<file path="src/hw/adc_ctl_defs.svh">
`ifndef ADC_CTL_DEFS_SVH
`define ADC_CTL_DEFS_SVH

// Register byte offsets on the AXI4-Lite port.
`define OFF_CTRL 8'h00
`define OFF_STEP 8'h04
`define OFF_STATUS 8'h08
`define OFF_CONFIG 8'h0C

// Control register fields.
`define CTRL_LINK_EN 0

// Status register fields.
`define ST_RESULT_LO 0
`define ST_BUSY 8
`define ST_EXT_MODE 9
`define ST_POWER_DOWN 10
`define ST_REF_OFF 11
`define ST_RESULT_VALID 12

// Reset values.
`define CTRL_RESET 1'b1
`define STEP_RESET 8'h10
`define RESULT_RESET 8'h00

// Control byte fields.
`define CB_START 7
`define CB_SEL_HI 6
`define CB_SEL_LO 4
`define CB_UNI 3
`define CB_SGL 2
`define CB_PWR 1
`define CB_EXT 0

// Serial timing counts, in shift clock edges.
`define TRACK_BITS 4'h6
`define CTRL_BITS 4'h8
`define SAR_STEPS 4'h8
`define STROBE_RISE_FALL 4'h8
`define MSB_FALL 4'hA
`define RESULT_BITS 4'h8

// AXI responses.
`define RESP_OKAY 2'h0
`define RESP_SLVERR 2'h2

`endif

</file>
<file path="src/hw/adc_ctl_pkg.sv">
package adc_ctl_pkg;

  typedef enum logic [5:0] {
    ST_HUNT = 6'h01,
    ST_CTRL = 6'h02,
    ST_CONV_EXT = 6'h04,
    ST_CONV_INT = 6'h08,
    ST_READY = 6'h10,
    ST_SHIFT = 6'h20
  } state_t;

  typedef struct packed {
    logic [5:0] stage1;
    logic [5:0] stage2;
    logic prevClock;
  } sync_t;

  typedef struct packed {
    state_t state;
    logic [7:0] shift;
    logic [3:0] bitCount;
    logic [3:0] edgeCount;
    logic [7:0] divCount;
    logic [7:0] sar;
    logic [2:0] sarIdx;
    logic [3:0] stepCount;
    logic [7:0] result;
    logic resultValid;
    logic [7:0] ctrlByte;
    logic extMode;
    logic unipolar;
    logic softDown;
    logic trackHold;
    logic [7:0] posSel;
    logic [7:0] negSel;
    logic negCommon;
    logic strobe;
    logic serialOut;
    logic linkEnable;
    logic [7:0] stepCycles;
    logic awPend;
    logic [7:0] awAddr;
    logic wPend;
    logic [31:0] wData;
    logic [3:0] wStrb;
    logic bValid;
    logic [1:0] bResp;
    logic rValid;
    logic [31:0] rData;
    logic [1:0] rResp;
  } core_t;

endpackage

</file>
<file path="src/hw/link_sync_if.sv">
`timescale 1ns/100ps
interface link_sync_if;
  logic clockRise;
  logic clockFall;
  logic selectN;
  logic dataIn;
  logic compareHigh;
  logic levelLow;
  logic levelHigh;

  modport source (
    output clockRise,
    output clockFall,
    output selectN,
    output dataIn,
    output compareHigh,
    output levelLow,
    output levelHigh
  );

  modport sink (
    input clockRise,
    input clockFall,
    input selectN,
    input dataIn,
    input compareHigh,
    input levelLow,
    input levelHigh
  );
endinterface

</file>
<file path="src/hw/link_sync.sv">
`timescale 1ns/100ps
module link_sync (
  input wire logic clock,
  input wire logic rst_n,
  input wire logic shiftClock,
  input wire logic selectN,
  input wire logic serialIn,
  input wire logic comparatorHigh,
  input wire logic shutdownLevelLow,
  input wire logic shutdownLevelHigh,
  link_sync_if.source link
);
  adc_ctl_pkg::sync_t cur;
  adc_ctl_pkg::sync_t next_cur;
  logic shiftClockSync;

  assign shiftClockSync = cur.stage2[5];

  // Edges are found only on the second stage so that a metastable first stage never reaches logic.
  always_comb
  begin
    next_cur = cur;
    next_cur.stage1 = {shiftClock, shutdownLevelHigh, shutdownLevelLow, comparatorHigh, serialIn, selectN};
    next_cur.stage2 = cur.stage1;
    next_cur.prevClock = shiftClockSync;
  end

  always_ff @(posedge clock or negedge rst_n)
  begin
    if (!rst_n)
      cur <= '{stage1: 6'h01, stage2: 6'h01, prevClock: 1'b0};
    else
      cur <= next_cur;
  end
  assign link.clockRise = shiftClockSync & ~cur.prevClock;
  assign link.clockFall = ~shiftClockSync & cur.prevClock;
  assign link.selectN = cur.stage2[0];
  assign link.dataIn = cur.stage2[1];
  assign link.compareHigh = cur.stage2[2];
  assign link.levelLow = cur.stage2[3];
  assign link.levelHigh = cur.stage2[4];
endmodule // link_sync

</file>
<file path="src/hw/serial_adc_control.sv">
`timescale 1ns/100ps
`include "adc_ctl_defs.svh"
// Contract
// (RL1) Output changes on falling edges, floats deselected.
// (RL2) Input sampled on shift clock rising edge.
// (RL3) No bits taken while select is high.
// (RL4) Internal mode strobe low during conversion.
// (RL5) External mode strobe high two periods before MSB.
// (RL6) External mode strobe floats when deselected.
// (RL7) External mode steps conversion on shift clock.
// (RL8) Host keeps clock high time 45 to 55%.
// (RL9) Shutdown level: low off, high reference off.
// (RL10) Track starts falling edge after sixth bit.
// (RL11) Hold starts falling edge after eighth bit.
// (RL12) Acquisition window spans exactly two clock cycles.
// (RL13) Single-ended: selected input positive, negative common.
// (RL14) Differential pairs only 0/1, 2/3, 4/5, 6/7.
// (RL15) Single-ended channel code decode to input.
// (RL16) Differential code decode, high bit odd positive.
// (RL17) Eight-bit approximation result shifted out serially.
// (RL18) Control byte field layout start to clock.
// (RL19) Clock select bit one picks external mode.
// (RL20) Leading zeros dropped, first one is start.
// (RL21) External conversion takes ten shift clock cycles.
// (RL22) Internal conversion paced by programmable divider.
// (RL23) Result MSB first after strobe pulse ends.
module serial_adc_control (
  input wire logic clock,
  input wire logic rst_n,
  input wire logic [7:0] awaddr,
  input wire logic awvalid,
  output logic awready,
  input wire logic [31:0] wdata,
  input wire logic [3:0] wstrb,
  input wire logic wvalid,
  output logic wready,
  output logic [1:0] bresp,
  output logic bvalid,
  input wire logic bready,
  input wire logic [7:0] araddr,
  input wire logic arvalid,
  output logic arready,
  output logic [31:0] rdata,
  output logic [1:0] rresp,
  output logic rvalid,
  input wire logic rready,
  input wire logic shiftClock,
  input wire logic selectN,
  input wire logic serialIn,
  output logic serialOut,
  output logic serialOutEn,
  output logic conversionStrobe,
  output logic conversionStrobeEn,
  input wire logic shutdownLevelLow,
  input wire logic shutdownLevelHigh,
  input wire logic comparatorHigh,
  output logic [7:0] dacCode,
  output logic trackHold,
  output logic [7:0] posInput,
  output logic [7:0] negInput,
  output logic commonReturn,
  output logic unipolarMode,
  output logic powerDown,
  output logic referenceOff
);
  adc_ctl_pkg::core_t cur;
  adc_ctl_pkg::core_t next_cur;
  link_sync_if link ();

  link_sync u_sync (
    .clock(clock),
    .rst_n(rst_n),
    .shiftClock(shiftClock),
    .selectN(selectN),
    .serialIn(serialIn),
    .comparatorHigh(comparatorHigh),
    .shutdownLevelLow(shutdownLevelLow),
    .shutdownLevelHigh(shutdownLevelHigh),
    .link(link.source)
  );

  // One approximation step: keep or drop the trial bit, then try the next lower one.
  function automatic logic [7:0] sarStep(input logic [7:0] code, input logic [2:0] idx, input logic above);
    logic [7:0] c;
    c = code;
    c[idx] = above;
    if (idx != 3'h0)
      c[idx - 3'h1] = 1'b1;
    return c;
  endfunction

  // Both modes share one routing: the positive index is {channel_sel_1, channel_sel_0, channel_sel_2}; the
  // differential partner differs only in the lowest index bit.
  function automatic logic [16:0] routeDecode(input logic [2:0] sel, input logic single);
    logic [2:0] posIdx;
    logic [16:0] r;
    posIdx = {sel[1], sel[0], sel[2]};
    r = 17'h00000;
    r[posIdx] = 1'b1;
    if (single)
      r[16] = 1'b1;
    else
      r[{posIdx[2:1], ~posIdx[0]} + 4'h8] = 1'b1;
    return r;
  endfunction

  function automatic logic [31:0] regRead(input adc_ctl_pkg::core_t c, input logic [7:0] addr);
    logic [31:0] v;
    v = 32'h00000000;
    case (addr)
      `OFF_CTRL: v[`CTRL_LINK_EN] = c.linkEnable;
      `OFF_STEP: v[7:0] = c.stepCycles;
      `OFF_STATUS:
      begin
        v[`ST_RESULT_LO +: 8] = c.result;
        v[`ST_BUSY] = (c.state == adc_ctl_pkg::ST_CONV_EXT) || (c.state == adc_ctl_pkg::ST_CONV_INT);
        v[`ST_EXT_MODE] = c.extMode;
        v[`ST_POWER_DOWN] = c.softDown | link.levelLow;
        v[`ST_REF_OFF] = link.levelHigh;
        v[`ST_RESULT_VALID] = c.resultValid;
      end
      `OFF_CONFIG: v[7:0] = c.ctrlByte;
      default: v = 32'h00000000;
    endcase
    return v;
  endfunction

  function automatic logic mapped(input logic [7:0] addr);
    return (addr == `OFF_CTRL) || (addr == `OFF_STEP) || (addr == `OFF_STATUS) || (addr == `OFF_CONFIG);
  endfunction

  always_comb
  begin
    logic [16:0] route;
    logic [3:0] count;
    route = 17'h00000;
    count = 4'h0;
    next_cur = cur;

    // Register bus: address and data are taken independently, answered together.
    if (awvalid && awready)
    begin
      next_cur.awPend = 1'b1;
      next_cur.awAddr = awaddr;
    end
    if (wvalid && wready)
    begin
      next_cur.wPend = 1'b1;
      next_cur.wData = wdata;
      next_cur.wStrb = wstrb;
    end
    if (cur.awPend && cur.wPend && !cur.bValid)
    begin
      next_cur.awPend = 1'b0;
      next_cur.wPend = 1'b0;
      next_cur.bValid = 1'b1;
      next_cur.bResp = mapped(cur.awAddr) ? `RESP_OKAY : `RESP_SLVERR;
      if (cur.wStrb[0] && cur.awAddr == `OFF_CTRL)
        next_cur.linkEnable = cur.wData[`CTRL_LINK_EN];
      if (cur.wStrb[0] && cur.awAddr == `OFF_STEP)
        next_cur.stepCycles = cur.wData[7:0];
    end
    if (cur.bValid && bready)
      next_cur.bValid = 1'b0;
    if (arvalid && arready)
    begin
      next_cur.rValid = 1'b1;
      next_cur.rData = regRead(cur, araddr);
      next_cur.rResp = mapped(araddr) ? `RESP_OKAY : `RESP_SLVERR;
    end
    else if (cur.rValid && rready)
      next_cur.rValid = 1'b0;

    case (cur.state)
      adc_ctl_pkg::ST_HUNT:
      begin
        next_cur.serialOut = 1'b0;
        // (RL20) Skip leading zeros
        // (RL3) Selected only
        if (!link.selectN && link.clockRise && link.dataIn && cur.linkEnable)
        begin
          next_cur.shift = 8'h01;
          next_cur.bitCount = 4'h1;
          next_cur.softDown = 1'b0;
          next_cur.state = adc_ctl_pkg::ST_CTRL;
        end
      end
      adc_ctl_pkg::ST_CTRL:
      begin
        if (link.selectN)
        begin
          next_cur.trackHold = 1'b0;
          next_cur.state = adc_ctl_pkg::ST_HUNT;
        end
        // (RL2) Sample on rise
        else if (link.clockRise && cur.bitCount < `CTRL_BITS)
        begin
          next_cur.shift = {cur.shift[6:0], link.dataIn};
          next_cur.bitCount = cur.bitCount + 4'h1;
        end
        // (RL10) Start tracking
        // (RL12) Two-cycle window
        else if (link.clockFall && cur.bitCount == `TRACK_BITS)
        begin
          next_cur.trackHold = 1'b1;
          route = routeDecode(cur.shift[4:2], cur.shift[0]);
          // (RL13) Negative to common
          // (RL14) Pairs only
          // (RL15) Single-ended decode
          // (RL16) Differential decode
          next_cur.posSel = route[7:0];
          next_cur.negSel = route[15:8];
          next_cur.negCommon = route[16];
          next_cur.unipolar = cur.shift[1];
        end
        // (RL11) Enter hold
        else if (link.clockFall && cur.bitCount == `CTRL_BITS)
        begin
          next_cur.trackHold = 1'b0;
          // (RL18) Byte fields
          next_cur.ctrlByte = cur.shift;
          next_cur.extMode = cur.shift[`CB_EXT];
          next_cur.sar = 8'h80;
          next_cur.sarIdx = 3'h7;
          next_cur.stepCount = 4'h0;
          next_cur.edgeCount = 4'h0;
          next_cur.divCount = 8'h00;
          // (RL19) Mode select
          if (cur.shift[`CB_EXT])
          begin
            next_cur.strobe = 1'b0;
            next_cur.state = adc_ctl_pkg::ST_CONV_EXT;
          end
          else
          begin
            // (RL4) Strobe low
            next_cur.strobe = 1'b0;
            next_cur.state = adc_ctl_pkg::ST_CONV_INT;
          end
        end
      end
      adc_ctl_pkg::ST_CONV_EXT:
      begin
        // Deselecting mid-conversion abandons it; the previous result stays readable.
        if (link.selectN)
        begin
          next_cur.strobe = 1'b0;
          next_cur.state = adc_ctl_pkg::ST_HUNT;
        end
        else if (link.clockFall)
        begin
          count = cur.edgeCount + 4'h1;
          next_cur.edgeCount = count;
          // (RL7) Step on shift clock
          if (count <= `SAR_STEPS)
          begin
            next_cur.sar = sarStep(cur.sar, cur.sarIdx, link.compareHigh);
            next_cur.sarIdx = cur.sarIdx - 3'h1;
          end
          // (RL5) Two-period strobe
          if (count == `STROBE_RISE_FALL)
            next_cur.strobe = 1'b1;
          // (RL21) Ten cycles total
          if (count == `MSB_FALL)
          begin
            next_cur.strobe = 1'b0;
            next_cur.result = cur.sar;
            next_cur.resultValid = 1'b1;
            next_cur.softDown = ~cur.ctrlByte[`CB_PWR];
            // (RL23) MSB first
            next_cur.serialOut = cur.sar[7];
            next_cur.edgeCount = 4'h1;
            next_cur.state = adc_ctl_pkg::ST_SHIFT;
          end
        end
      end
      adc_ctl_pkg::ST_CONV_INT:
      begin
        // (RL22) Divider paced steps
        if (cur.divCount + 8'h01 >= cur.stepCycles)
        begin
          next_cur.divCount = 8'h00;
          next_cur.sar = sarStep(cur.sar, cur.sarIdx, link.compareHigh);
          next_cur.sarIdx = cur.sarIdx - 3'h1;
          next_cur.stepCount = cur.stepCount + 4'h1;
          if (cur.stepCount + 4'h1 == `SAR_STEPS)
          begin
            // (RL4) Strobe high at end
            next_cur.strobe = 1'b1;
            next_cur.result = sarStep(cur.sar, cur.sarIdx, link.compareHigh);
            next_cur.resultValid = 1'b1;
            next_cur.softDown = ~cur.ctrlByte[`CB_PWR];
            next_cur.state = adc_ctl_pkg::ST_READY;
          end
        end
        else
          next_cur.divCount = cur.divCount + 8'h01;
      end
      adc_ctl_pkg::ST_READY:
      begin
        // (RL23) First bit after strobe
        if (!link.selectN && link.clockFall)
        begin
          next_cur.serialOut = cur.result[7];
          next_cur.edgeCount = 4'h1;
          next_cur.state = adc_ctl_pkg::ST_SHIFT;
        end
      end
      adc_ctl_pkg::ST_SHIFT:
      begin
        if (link.selectN)
          next_cur.state = adc_ctl_pkg::ST_HUNT;
        // (RL1) Falling-edge update
        // (RL17) Serial result out
        else if (link.clockFall)
        begin
          if (cur.edgeCount == `RESULT_BITS)
          begin
            next_cur.serialOut = 1'b0;
            next_cur.state = adc_ctl_pkg::ST_HUNT;
          end
          else
          begin
            next_cur.serialOut = cur.result[3'(`RESULT_BITS - 4'h1 - cur.edgeCount)];
            next_cur.edgeCount = cur.edgeCount + 4'h1;
          end
        end
      end
      default: next_cur.state = adc_ctl_pkg::ST_HUNT;
    endcase
  end

  always_ff @(posedge clock or negedge rst_n)
  begin
    if (!rst_n)
    begin
      cur <= '0;
      cur.state <= adc_ctl_pkg::ST_HUNT;
      cur.result <= `RESULT_RESET;
      cur.strobe <= 1'b1;
      cur.linkEnable <= `CTRL_RESET;
      cur.stepCycles <= `STEP_RESET;
    end
    else
      cur <= next_cur;
  end

  assign awready = ~cur.awPend & ~cur.bValid;
  assign wready = ~cur.wPend & ~cur.bValid;
  assign bvalid = cur.bValid;
  assign bresp = cur.bResp;
  assign arready = ~cur.rValid;
  assign rvalid = cur.rValid;
  assign rdata = cur.rData;
  assign rresp = cur.rResp;

  // (RL1) Float when deselected
  assign serialOut = cur.serialOut;
  assign serialOutEn = ~link.selectN;
  // (RL6) External-only float
  assign conversionStrobe = cur.strobe;
  assign conversionStrobeEn = ~cur.extMode | ~link.selectN;
  assign dacCode = cur.sar;
  assign trackHold = cur.trackHold;
  assign posInput = cur.posSel;
  assign negInput = cur.negSel;
  assign commonReturn = cur.negCommon;
  assign unipolarMode = cur.unipolar;
  // (RL9) Three-level shutdown
  assign powerDown = cur.softDown | link.levelLow;
  assign referenceOff = link.levelHigh & ~link.levelLow;
endmodule // serial_adc_control

</file>
<file path="config.mk">
export PLATFORM = sky130hd
export DESIGN_NAME = serial_adc_control
export DESIGN_NICKNAME = d
export VERILOG_FILES = /design/src/hw/adc_ctl_pkg.sv /design/src/hw/link_sync_if.sv /design/src/hw/link_sync.sv /design/src/hw/serial_adc_control.sv
export VERILOG_INCLUDE_DIRS = /design/src /design/src/hw
export SDC_FILE = /design/constraint.sdc
export NUM_CORES = 1
export LEC_CHECK = 0
export BUFFER_PORTS_ARGS = -buffer_cell sky130_fd_sc_hd__clkbuf_2
export CORE_ASPECT_RATIO = 1.4
export CORE_UTILIZATION = 30
export DETAILED_ROUTE_END_ITERATION = 10
export SETUP_SLACK_MARGIN = 0.1
export SYNTH_ARGS = -nofsm -noshare
export SYNTH_HDL_FRONTEND = slang
export SYNTH_SLANG_ARGS = --single-unit
</file>
<file path="constraint.sdc">
create_clock -name clock -period 6.2 [get_ports clock]
set_clock_uncertainty 0.15 [all_clocks]
set_input_delay 0.31 -clock clock [delete_from_list [all_inputs] [get_ports clock]]
set_output_delay 0.31 -clock clock [all_outputs]
set_load 0.01 [all_outputs]
</file>
==> summary.txt, run 1 <==
Critical path
  • Critical path capture point: cur[132]
  • Setup CP Type: reg -> reg
  • CP endpoint kind: flip-flop
  • RR Endpoint: cur[132]
  • CP required: 6.36 ns
  • Critical path launch point: cur[148]
  • Worst r2r path cells: 11
  • Internal reg-to-reg setup slack: between 2 and 3 ns
  • Critical Path Fanout Max: 15
  • Crit path DAT: 3.61 ns
  • R2r startpoint: cur[148]
  • Startpoint types: flip-flop

Clocking
  • Clk sinks: 142
  • Clock latency on the worst-skew pair: 0.43 ns
  • Hold-fix buffers, CTS: 26
  • Postcts setup bufs: 0
  • CTS tree: built
  • CTS buffer count: 17
  • Longest Clk Path Bufs: 2
  • CTS clock-pin slew for the worst setup and hold paths: 0.07 ns
  • Htree depth: 4
  • Clock root cell: clkbuf_16
  • Post-cts resize count: 0

Power and ir drop
  • Lkg Pwr: 3.91 nW
  • VDD IR max: around 0.19 mV
  • Power per Cell Area: approximately 280 nW/µm²
  • Power Total: ~2.4 mW

Die
  • Row count: 67
  • Core area: approximately 24,000 µm²
  • Die height: roughly 190 µm
  • Boundary Pins: 139
  • Die width: approximately 130 µm
  • Die area: roughly 25,000 µm²
  • Initial Util: 30.6%

STA
  • Max Clk Rate: just under 300 MHz
  • Max-slew violations: 0
  • Unrepaired setup endpoints after global routing: no
  • Final period util: 55.7%
  • Max transition margin: 31.0%
  • Final Hold Viols: 0
  • Final TNS setup: 0 ns
  • Worst slew pin tran: 1.03 ns
  • Post-layout minimum cycle time: 3.45 ns
  • Final setup fails: 0

Layout
  • Fraction of layout cells with a size suffix above 1: between 20% and 30%
  • Antenna fix cells: 0
  • Layout area overhead: 17.1%
  • # fillers: 2,457
  • Register area: 3560 µm²
  • Fin area: roughly 8600 µm²
  • Multi-input gate area: 3200 µm²
  • Most common cell after layout, fill and taps aside: dfrtp_1
  • Final net count: 860
  • Post-route insts no fill: 1,099
  • Final core utilization: between 30% and 40%
  • Most frequent cells in the layout: 136 x dfrtp_1, 92 x nand2_1, 89 x clkbuf_2

Logic synthesis
  • Asr flop ratio synth: 100%
  • Sequential element share of the synthesized area: around half
  • Yosys reg bits: 142
  • Synth area leader: dfrtp_1
  • Proportion of netlist area held by the largest area contributor: 46.4%
  • EDFF count, synth: 0
  • Synth Instances: 702
  • Most area-consuming cells after synthesis: dfrtp_1 46%, mux2_2 6.8%, buf_4 6.1%
  • Distinct cells, synth: between 60 and 70
  • Top FF cell, synth: dfrtp_1
  • Mapped cell area: about 7300 µm²
  • Avg Cell Area, Syn: 10.4 µm²
  • Ys Warns: 0

Global routing
  • Global-route wire length before repair: 28,300 µm
  • Met3 usage: 3.01%
  • Vias in the first global route: 5,434
  • M2 GR Usage: 25.8%
  • M1 GR Usage: 16.0%
  • Initial antenna violation count: 1
  • Largest net degree at the start of global routing: 83
  • GR peak layer: met2
  • GRT Residual Overflow: 0
  • Tot GR Track Use: around 15%

Hold path
  • Hold WC Path Type: in -> reg

Place
  • Port bufs: 90
  • Placed inst area: 7720 µm²
  • HPWL Detailed: 12,500 µm
  • # placed instances: 1,041
  • Routability Congestion: 0.834

Detailed routing
  • Wire per inst: 15.6 µm
  • Via-per-instance ratio: 4.83
  • DRT antenna net count: 0
  • Routed vias: 5,306
  • Initial DRC count: 293
  • DRC violations left: 0
  • Drt total wl: 17,100 µm
  • First-pass DRT Iterations: 4

Flow run
  • Max-cap violations: 0

Outcome
  • Outcome: finished clean
==> critical path: stages, from the launching register on <==
cell	delay, ns
dfrtp_1	0.44
and3_1	0.22
and3_1	0.19
and3_1	0.19
xor2_1	0.20
ha_1	0.34
a41o_1	0.24
a2111oi_4	0.35
o31ai_2	0.11
buf_4	0.21
o2111ai_2	0.28
mux2_2	0.40
==> metrics by stage <==
stage / setup slack (ns) / hold slack, ns
after global placement: 2.79 / 0.184
after global routing: 2.54 / 0.160
after floorplan: 3.26 / -0.136
after detailed placement: 2.75 / 0.186
after CTS: 2.73 / 0.132
final: 2.75 / 0.151
==> synthesized netlist by cell type (2+ instances only) <==
library cell  count
nand2b_1          9
and3_1            5
xnor2_1           5
mux2i_1          14
o21ai_0          57
nor3b_1           5
inv_1            24
nand4b_1          2
buf_2             7
a21o_1            6
clkbuf_1         16
dfrtp_1         136
nand3b_1          2
buf_4            60
nor2b_1           8
nor3_1            6
or3_1             2
o221ai_1          2
or4_1             2
o211ai_1          3
a41oi_1           2
o21a_1            2
and3b_1           3
ha_1             19
o41ai_1           6
and2_1            7
o31ai_1          17
nand4_1           3
o21ai_1           5
mux2_2           44
a32o_1            2
o22ai_1           2
dfstp_2           6
a22o_1           16
mux4_2            3
a21oi_1          15
a21boi_0          2
nand3_1          16
nand2_1          92
a22oi_1          10
xor2_1            6
nor4_1            3
o2111ai_2         2
nor2_1           26
==> routing by layer <==
layer	vias to the layer above	part of all wire, %
li1	2580	-
met1	2577	40
met2	108	53
met3	39	3.2
met4	2	4.0
met5	-	0.099
==> how the worst min path moves through the flow <==
stage / start / endpoint / cells after the start
3_5_place_dp: u_sync.cur[10] / u_sync.link.levelLow / 0
2_1_floorplan: rst_n / bresp[1] / 0
3_3_place_gp: u_sync.cur[11] / u_sync.link.levelHigh / 0
5_1_grt: arvalid / rresp[1] / 3
4_1_cts: arvalid / rresp[1] / 3
6_report: arvalid / rresp[1] / 3
==> layout make-up <==
cell class	count	area share, %
well taps	310	4.52
multi-input cells	472	37.3
repair buffers	119	8.61
clock inverters	14	1.97
flip-flops and latches	142	41.5
clock buffers	18	5.12
inverters	24	1.05
==> state kept, by name (all words and copies together), names as in the netlist <==
name	flops
dacCode	8
u_sync.link.levelLow	1
conversionStrobe	1
rvalid	1
u_sync.link.levelHigh	1
negInput	8
cur	83
serialOut	1
u_sync.link.selectN	1
posInput	8
u_sync.cur	8
bresp	1
u_sync.link.compareHigh	1
commonReturn	1
rdata	13
u_sync.link.dataIn	1
trackHold	1
unipolarMode	1
rresp	1
bvalid	1
==> where the power goes <==
| part | internal (mW) | switching [mW] |
|---|---|---|
| Combinational | 0.139 | 0.136 |
| Sequential | 1.02 | 0.0576 |
| Clock | 0.619 | 0.435 |
| Total | 1.77 | 0.629 |
==> cell families (layout without fill, tap and decap cells) <==
group                    Yosys count  in the layout  synth area share (%)
adder cells (fa/ha/maj)           19             19                  3.24
AO/OA/AOI/OAI                    162            162                  15.3
flip-flops                       142            142                  48.6
other                              1             21                0.0512
multiplexers                      61             61                  9.59
XOR/XNOR                          11             11                  1.31
buffers and inverters            108            175                  8.82
AND/OR/NAND/NOR                  198            198                  13.1
No activity file was read; power rests on OpenSTA's default activity.
==> run 2: changes to the inputs <==
--- a/config.mk
+++ b/config.mk
@@ -6,6 +6,7 @@
 export SDC_FILE = /design/constraint.sdc
 export NUM_CORES = 1
 export LEC_CHECK = 0
+export ABC_AREA = 1
 export BUFFER_PORTS_ARGS = -buffer_cell sky130_fd_sc_hd__clkbuf_2
 export CORE_ASPECT_RATIO = 1.4
 export CORE_UTILIZATION = 30
==> constraint.sdc (replaced) <==
create_clock -name clock -period 3 [get_ports clock]
set_clock_uncertainty 0.15 [all_clocks]
set_input_delay 0.15 -clock clock [delete_from_list [all_inputs] [get_ports clock]]
set_output_delay 0.15 -clock clock [all_outputs]
set_load 0.01 [all_outputs]
==> summary.txt, run 2 <==
Layout
  • Layout area overhead: 16.6%
  • Max reg flops: 83 (unchanged)
  • Post-route insts no fill: 1,347 (+23%)
  • Antenna fix cells: 0 (unchanged)
  • Final core utilization: 35.5% (-0.35 points)
  • Most common cell after layout, fill and taps aside: nand2_1
  • Most frequent cells in the layout: 260 x nand2_1, 135 x dfrtp_1, 89 x inv_1, 89 x clkbuf_2, 68 x nand3_1
  • Top reg by flops: cur
  • Fraction of layout cells with a size suffix above 1: 20.5% (-3.6 points)
  • Fin area: 8970 µm² (+4.5%)
  • Final net count: 1,099 (+28%)

Place
  • Placement Setup Slack: 0.223 ns (-2.53 ns)
  • HPWL Detailed: 13,400 µm (+7.1%)
  • Routability Congestion: 0.949 (+14%)
  • Placed inst area: 8140 µm² (+5.4%)
  • Port bufs: 90 (unchanged)
  • # placed instances: 1,288 (+24%)

Clocking
  • Postcts setup bufs: 0 (unchanged)
  • Longest Clk Path Bufs: 2 (unchanged)
  • Clk sinks: 142 (unchanged)
  • CTS buffer count: 17 (unchanged)
  • CTS tree: built
  • Htree depth: 4 (unchanged)
  • Clock root cell: clkbuf_16
  • Clock latency on the worst-skew pair: 0.43 ns (about the same)
  • CTS clock-pin slew for the worst setup and hold paths: 0.06 ns (about the same)

Power and ir drop
  • VDD IR max: 0.463 mV (+140%)
  • Sequential share of power: 39.6% (-5.1 points)
  • Comb pwr share: 28.5% (+17 points)
  • Lkg Pwr: 4.67 nW (+19%)
  • Power Total: 6.19 mW (+160%)
  • Power per Cell Area: 690 nW/µm² (+150%)
  • Internal power: 3.97 mW (+120%)
  • Switching power total: 2.22 mW (+250%)
  • Sw Share: 35.8% (+9.6 points)
  • Clock share of power: 32.0% (-12 points)

Critical path
  • Startpoint types: flip-flop
  • Critical Path Fanout Max: 11 (-4)
  • Cell Chain, Critical Path: ha_1 > nand3_1 > nand3b_1 > xor2_1 > inv_1 > ha_1 > nand2_1 > inv_1 > nand2_1 > nand2_1 > nor2_4 > nand2_4 > clkinv_4 > nor2_2 > nand2_2 > nand2_1 > nand2_1
  • CP required: 3.16 ns (-3.20 ns)
  • Crit path DAT: 2.80 ns (-0.81 ns)
  • Crit-path max cell delay: 0.43 ns (about the same)
  • Setup CP Type: reg -> reg
  • CP endpoint kind: flip-flop
  • CP max-delay cell: dfrtp_2
  • Critical Path Most Common Cell: nand2_1

Die
  • Die height: 191 µm (+2.4%)
  • Boundary Pins: 139 (unchanged)
  • Die area: 26,300 µm² (+4.8%)
  • Die width: 137 µm (+2.4%)
  • Row count: 69 (+3.0%)
  • Core area: 25,300 µm² (+5.5%)
  • Initial Util: 30.4% (-0.18 points)

Detailed routing
  • Wire per inst: 13.1 µm (-16%)
  • First-pass DRT Iterations: 6 (+2)
  • Top routing layer used: met4
  • Met2 wire length: 8940 µm (-1.8%)
  • Routed vias: 6,069 (+14%)
  • Initial DRC count: 272 (-7.2%)
  • Met1 Wirelength: 7550 µm (+12%)
  • DRT antenna net count: 0 (unchanged)
  • Met3 wire len: 737 µm (+35%)
  • Drt total wl: 17,700 µm (+3.2%)
  • Via-per-instance ratio: 4.51 (-6.7%)
  • DRC violations left: 0 (unchanged)

Global routing
  • Largest net degree at the start of global routing: 64 (-23%)
  • Global-route wire length before repair: 29,400 µm (+3.8%)
  • Initial antenna violation count: 0 (-1)
  • Vias in the first global route: 5,887 (+8.3%)
  • Tot GR Track Use: 14.5% (-0.070 points)
  • GRT Residual Overflow: 0 (unchanged)

STA
  • Smallest setup slack after layout: 0.361 ns (-2.39 ns)
  • Max Clk Rate: 379 MHz (+31%)
  • Final period util: 88.0% (+32 points)
  • Worst slew pin tran: 0.919 ns (-0.112 ns)
  • Post-layout minimum cycle time: 2.64 ns (-0.814 ns)
  • Final Hold Viols: 0 (unchanged)
  • Final TNS setup: 0 ns (unchanged)
  • Hold WS: 0.0552 ns (-0.0962 ns)
  • Max-slew violations: 0 (unchanged)
  • Unrepaired setup endpoints after global routing: no
  • Max transition margin: 38.5% (+7.5 points)
  • Final setup fails: 0 (unchanged)

Logic synthesis
  • Asr flop ratio synth: 100% (unchanged)
  • Yosys reg bits: 142 (unchanged)
  • Top FF cell, synth: dfrtp_1
  • Most area-consuming cells after synthesis: dfrtp_1 44%, nand2_1 13%, buf_4 6.2%
  • Most frequent cell after synthesis: nand2_1
  • Mapped cell area: 7690 µm² (+4.9%)
  • Synth area leader: dfrtp_1
  • EDFF count, synth: 0 (unchanged)
  • Post-synth top cells: 260 x nand2_1, 136 x dfrtp_1, 89 x inv_1, 68 x nand3_1, 65 x nor2_1
  • Ys Warns: 0 (unchanged)
  • Sequential element share of the synthesized area: 46.3% (-2.3 points)
  • Synth Instances: 930 (+32%)
  • Distinct cells, synth: 47 (-29%)
  • Proportion of netlist area held by the largest area contributor: 44.3% (-2.2 points)
  • Avg Cell Area, Syn: 8.27 µm² (-21%)

Outcome
  • Outcome: finished clean

Flow run
  • Max-cap violations: 0 (unchanged)

Hold path
  • Hold WC Path Type: in -> reg
run 2: cell count changes after synthesis, moves of 13 or more:
| cell | previous run | this run |
|---|---|---|
| mux2i_1 | 14 | 1 |
| nor2_1 | 26 | 65 |
| o31ai_1 | 17 | 1 |
| a22o_1 | 16 | 3 |
| mux2_2 | 44 | 16 |
| nand2_1 | 92 | 260 |
| nand3_1 | 16 | 68 |
| inv_1 | 24 | 89 |
run 2: worst paths after layout:
| check | start | to | slack [ns] | cells past startpoint |
|---|---|---|---|---|
| max | cur[148] | cur[137] | 0.36 | 17 |
| min | awvalid | cur[83] | 0.06 | 3 |
| max reg2reg | cur[148] | cur[137] | 0.36 | 17 |
| min reg2reg | u_sync.cur[9] | u_sync.link.compareHigh | 0.19 | 0 |
| max in group asynchronous | rst_n | conversionStrobe | 1.77 | 3 |
| min in group asynchronous | rst_n | u_sync.cur[10] | 0.12 | 2 |
run 2: final cells by class:
class | count | area (µm²)
Tap cell | 319 | 399
Clock inverter | 13 | 113
Clock buffer | 19 | 443
Sequential cell | 142 | 3560
Timing Repair Buffer | 125 | 800
Multi-Input combinational cell | 630 | 3270
Fill cell | 2619 | 16300
Inverter | 99 | 379
run 2: power by group through the flow:
stage	Combinational (mW)	Sequential (mW)	Clock (mW)
2_1_floorplan	1.39	2.36	0
3_3_place_gp	1.73	2.47	0
3_5_place_dp	1.74	2.48	0
4_1_cts	1.78	2.45	2.04
5_1_grt	2.02	2.49	2.11
6_report	1.76	2.45	1.98
run 2: kinds of logic (layout without fill, tap and decap cells):
kind of cell,Yosys count,count (layout),share of synthesized area [%]
DFF,142,142,46.3
other,1,21,0.0488
buffers and inverters,178,256,12.2
adders and majority gates,19,19,3.09
xor gates and xnor gates,8,8,0.911
AOI/OAI and AO/OA,114,114,8.49
and+or+nand+nor,451,451,26.5
muxes,17,17,2.47
run 2: critical path: cells and delay by family (launching register included):
family                   cells  cell delay [ns]
XOR/XNOR                     1             0.17
AND/OR/NAND/NOR             11             1.07
buffers and inverters        3             0.20
adder cells (fa/ha/maj)      2             0.49
flip-flops                   1             0.43
run 2: layer usage:
layer  up-vias  global-route usage [%]
met5         -                       0
met4         0                    7.02
met3        30                    2.78
met2       134                    24.9
met1      2841                    17.2
li1       3064                       -
run 2: repair_timing:
action / in CTS / in global routing
hold buffers: 27 / 0
setup endpoints to repair: 0 / 17
resized for setup: 0 / 2
endpoints found under the hold margin: 85 / 0
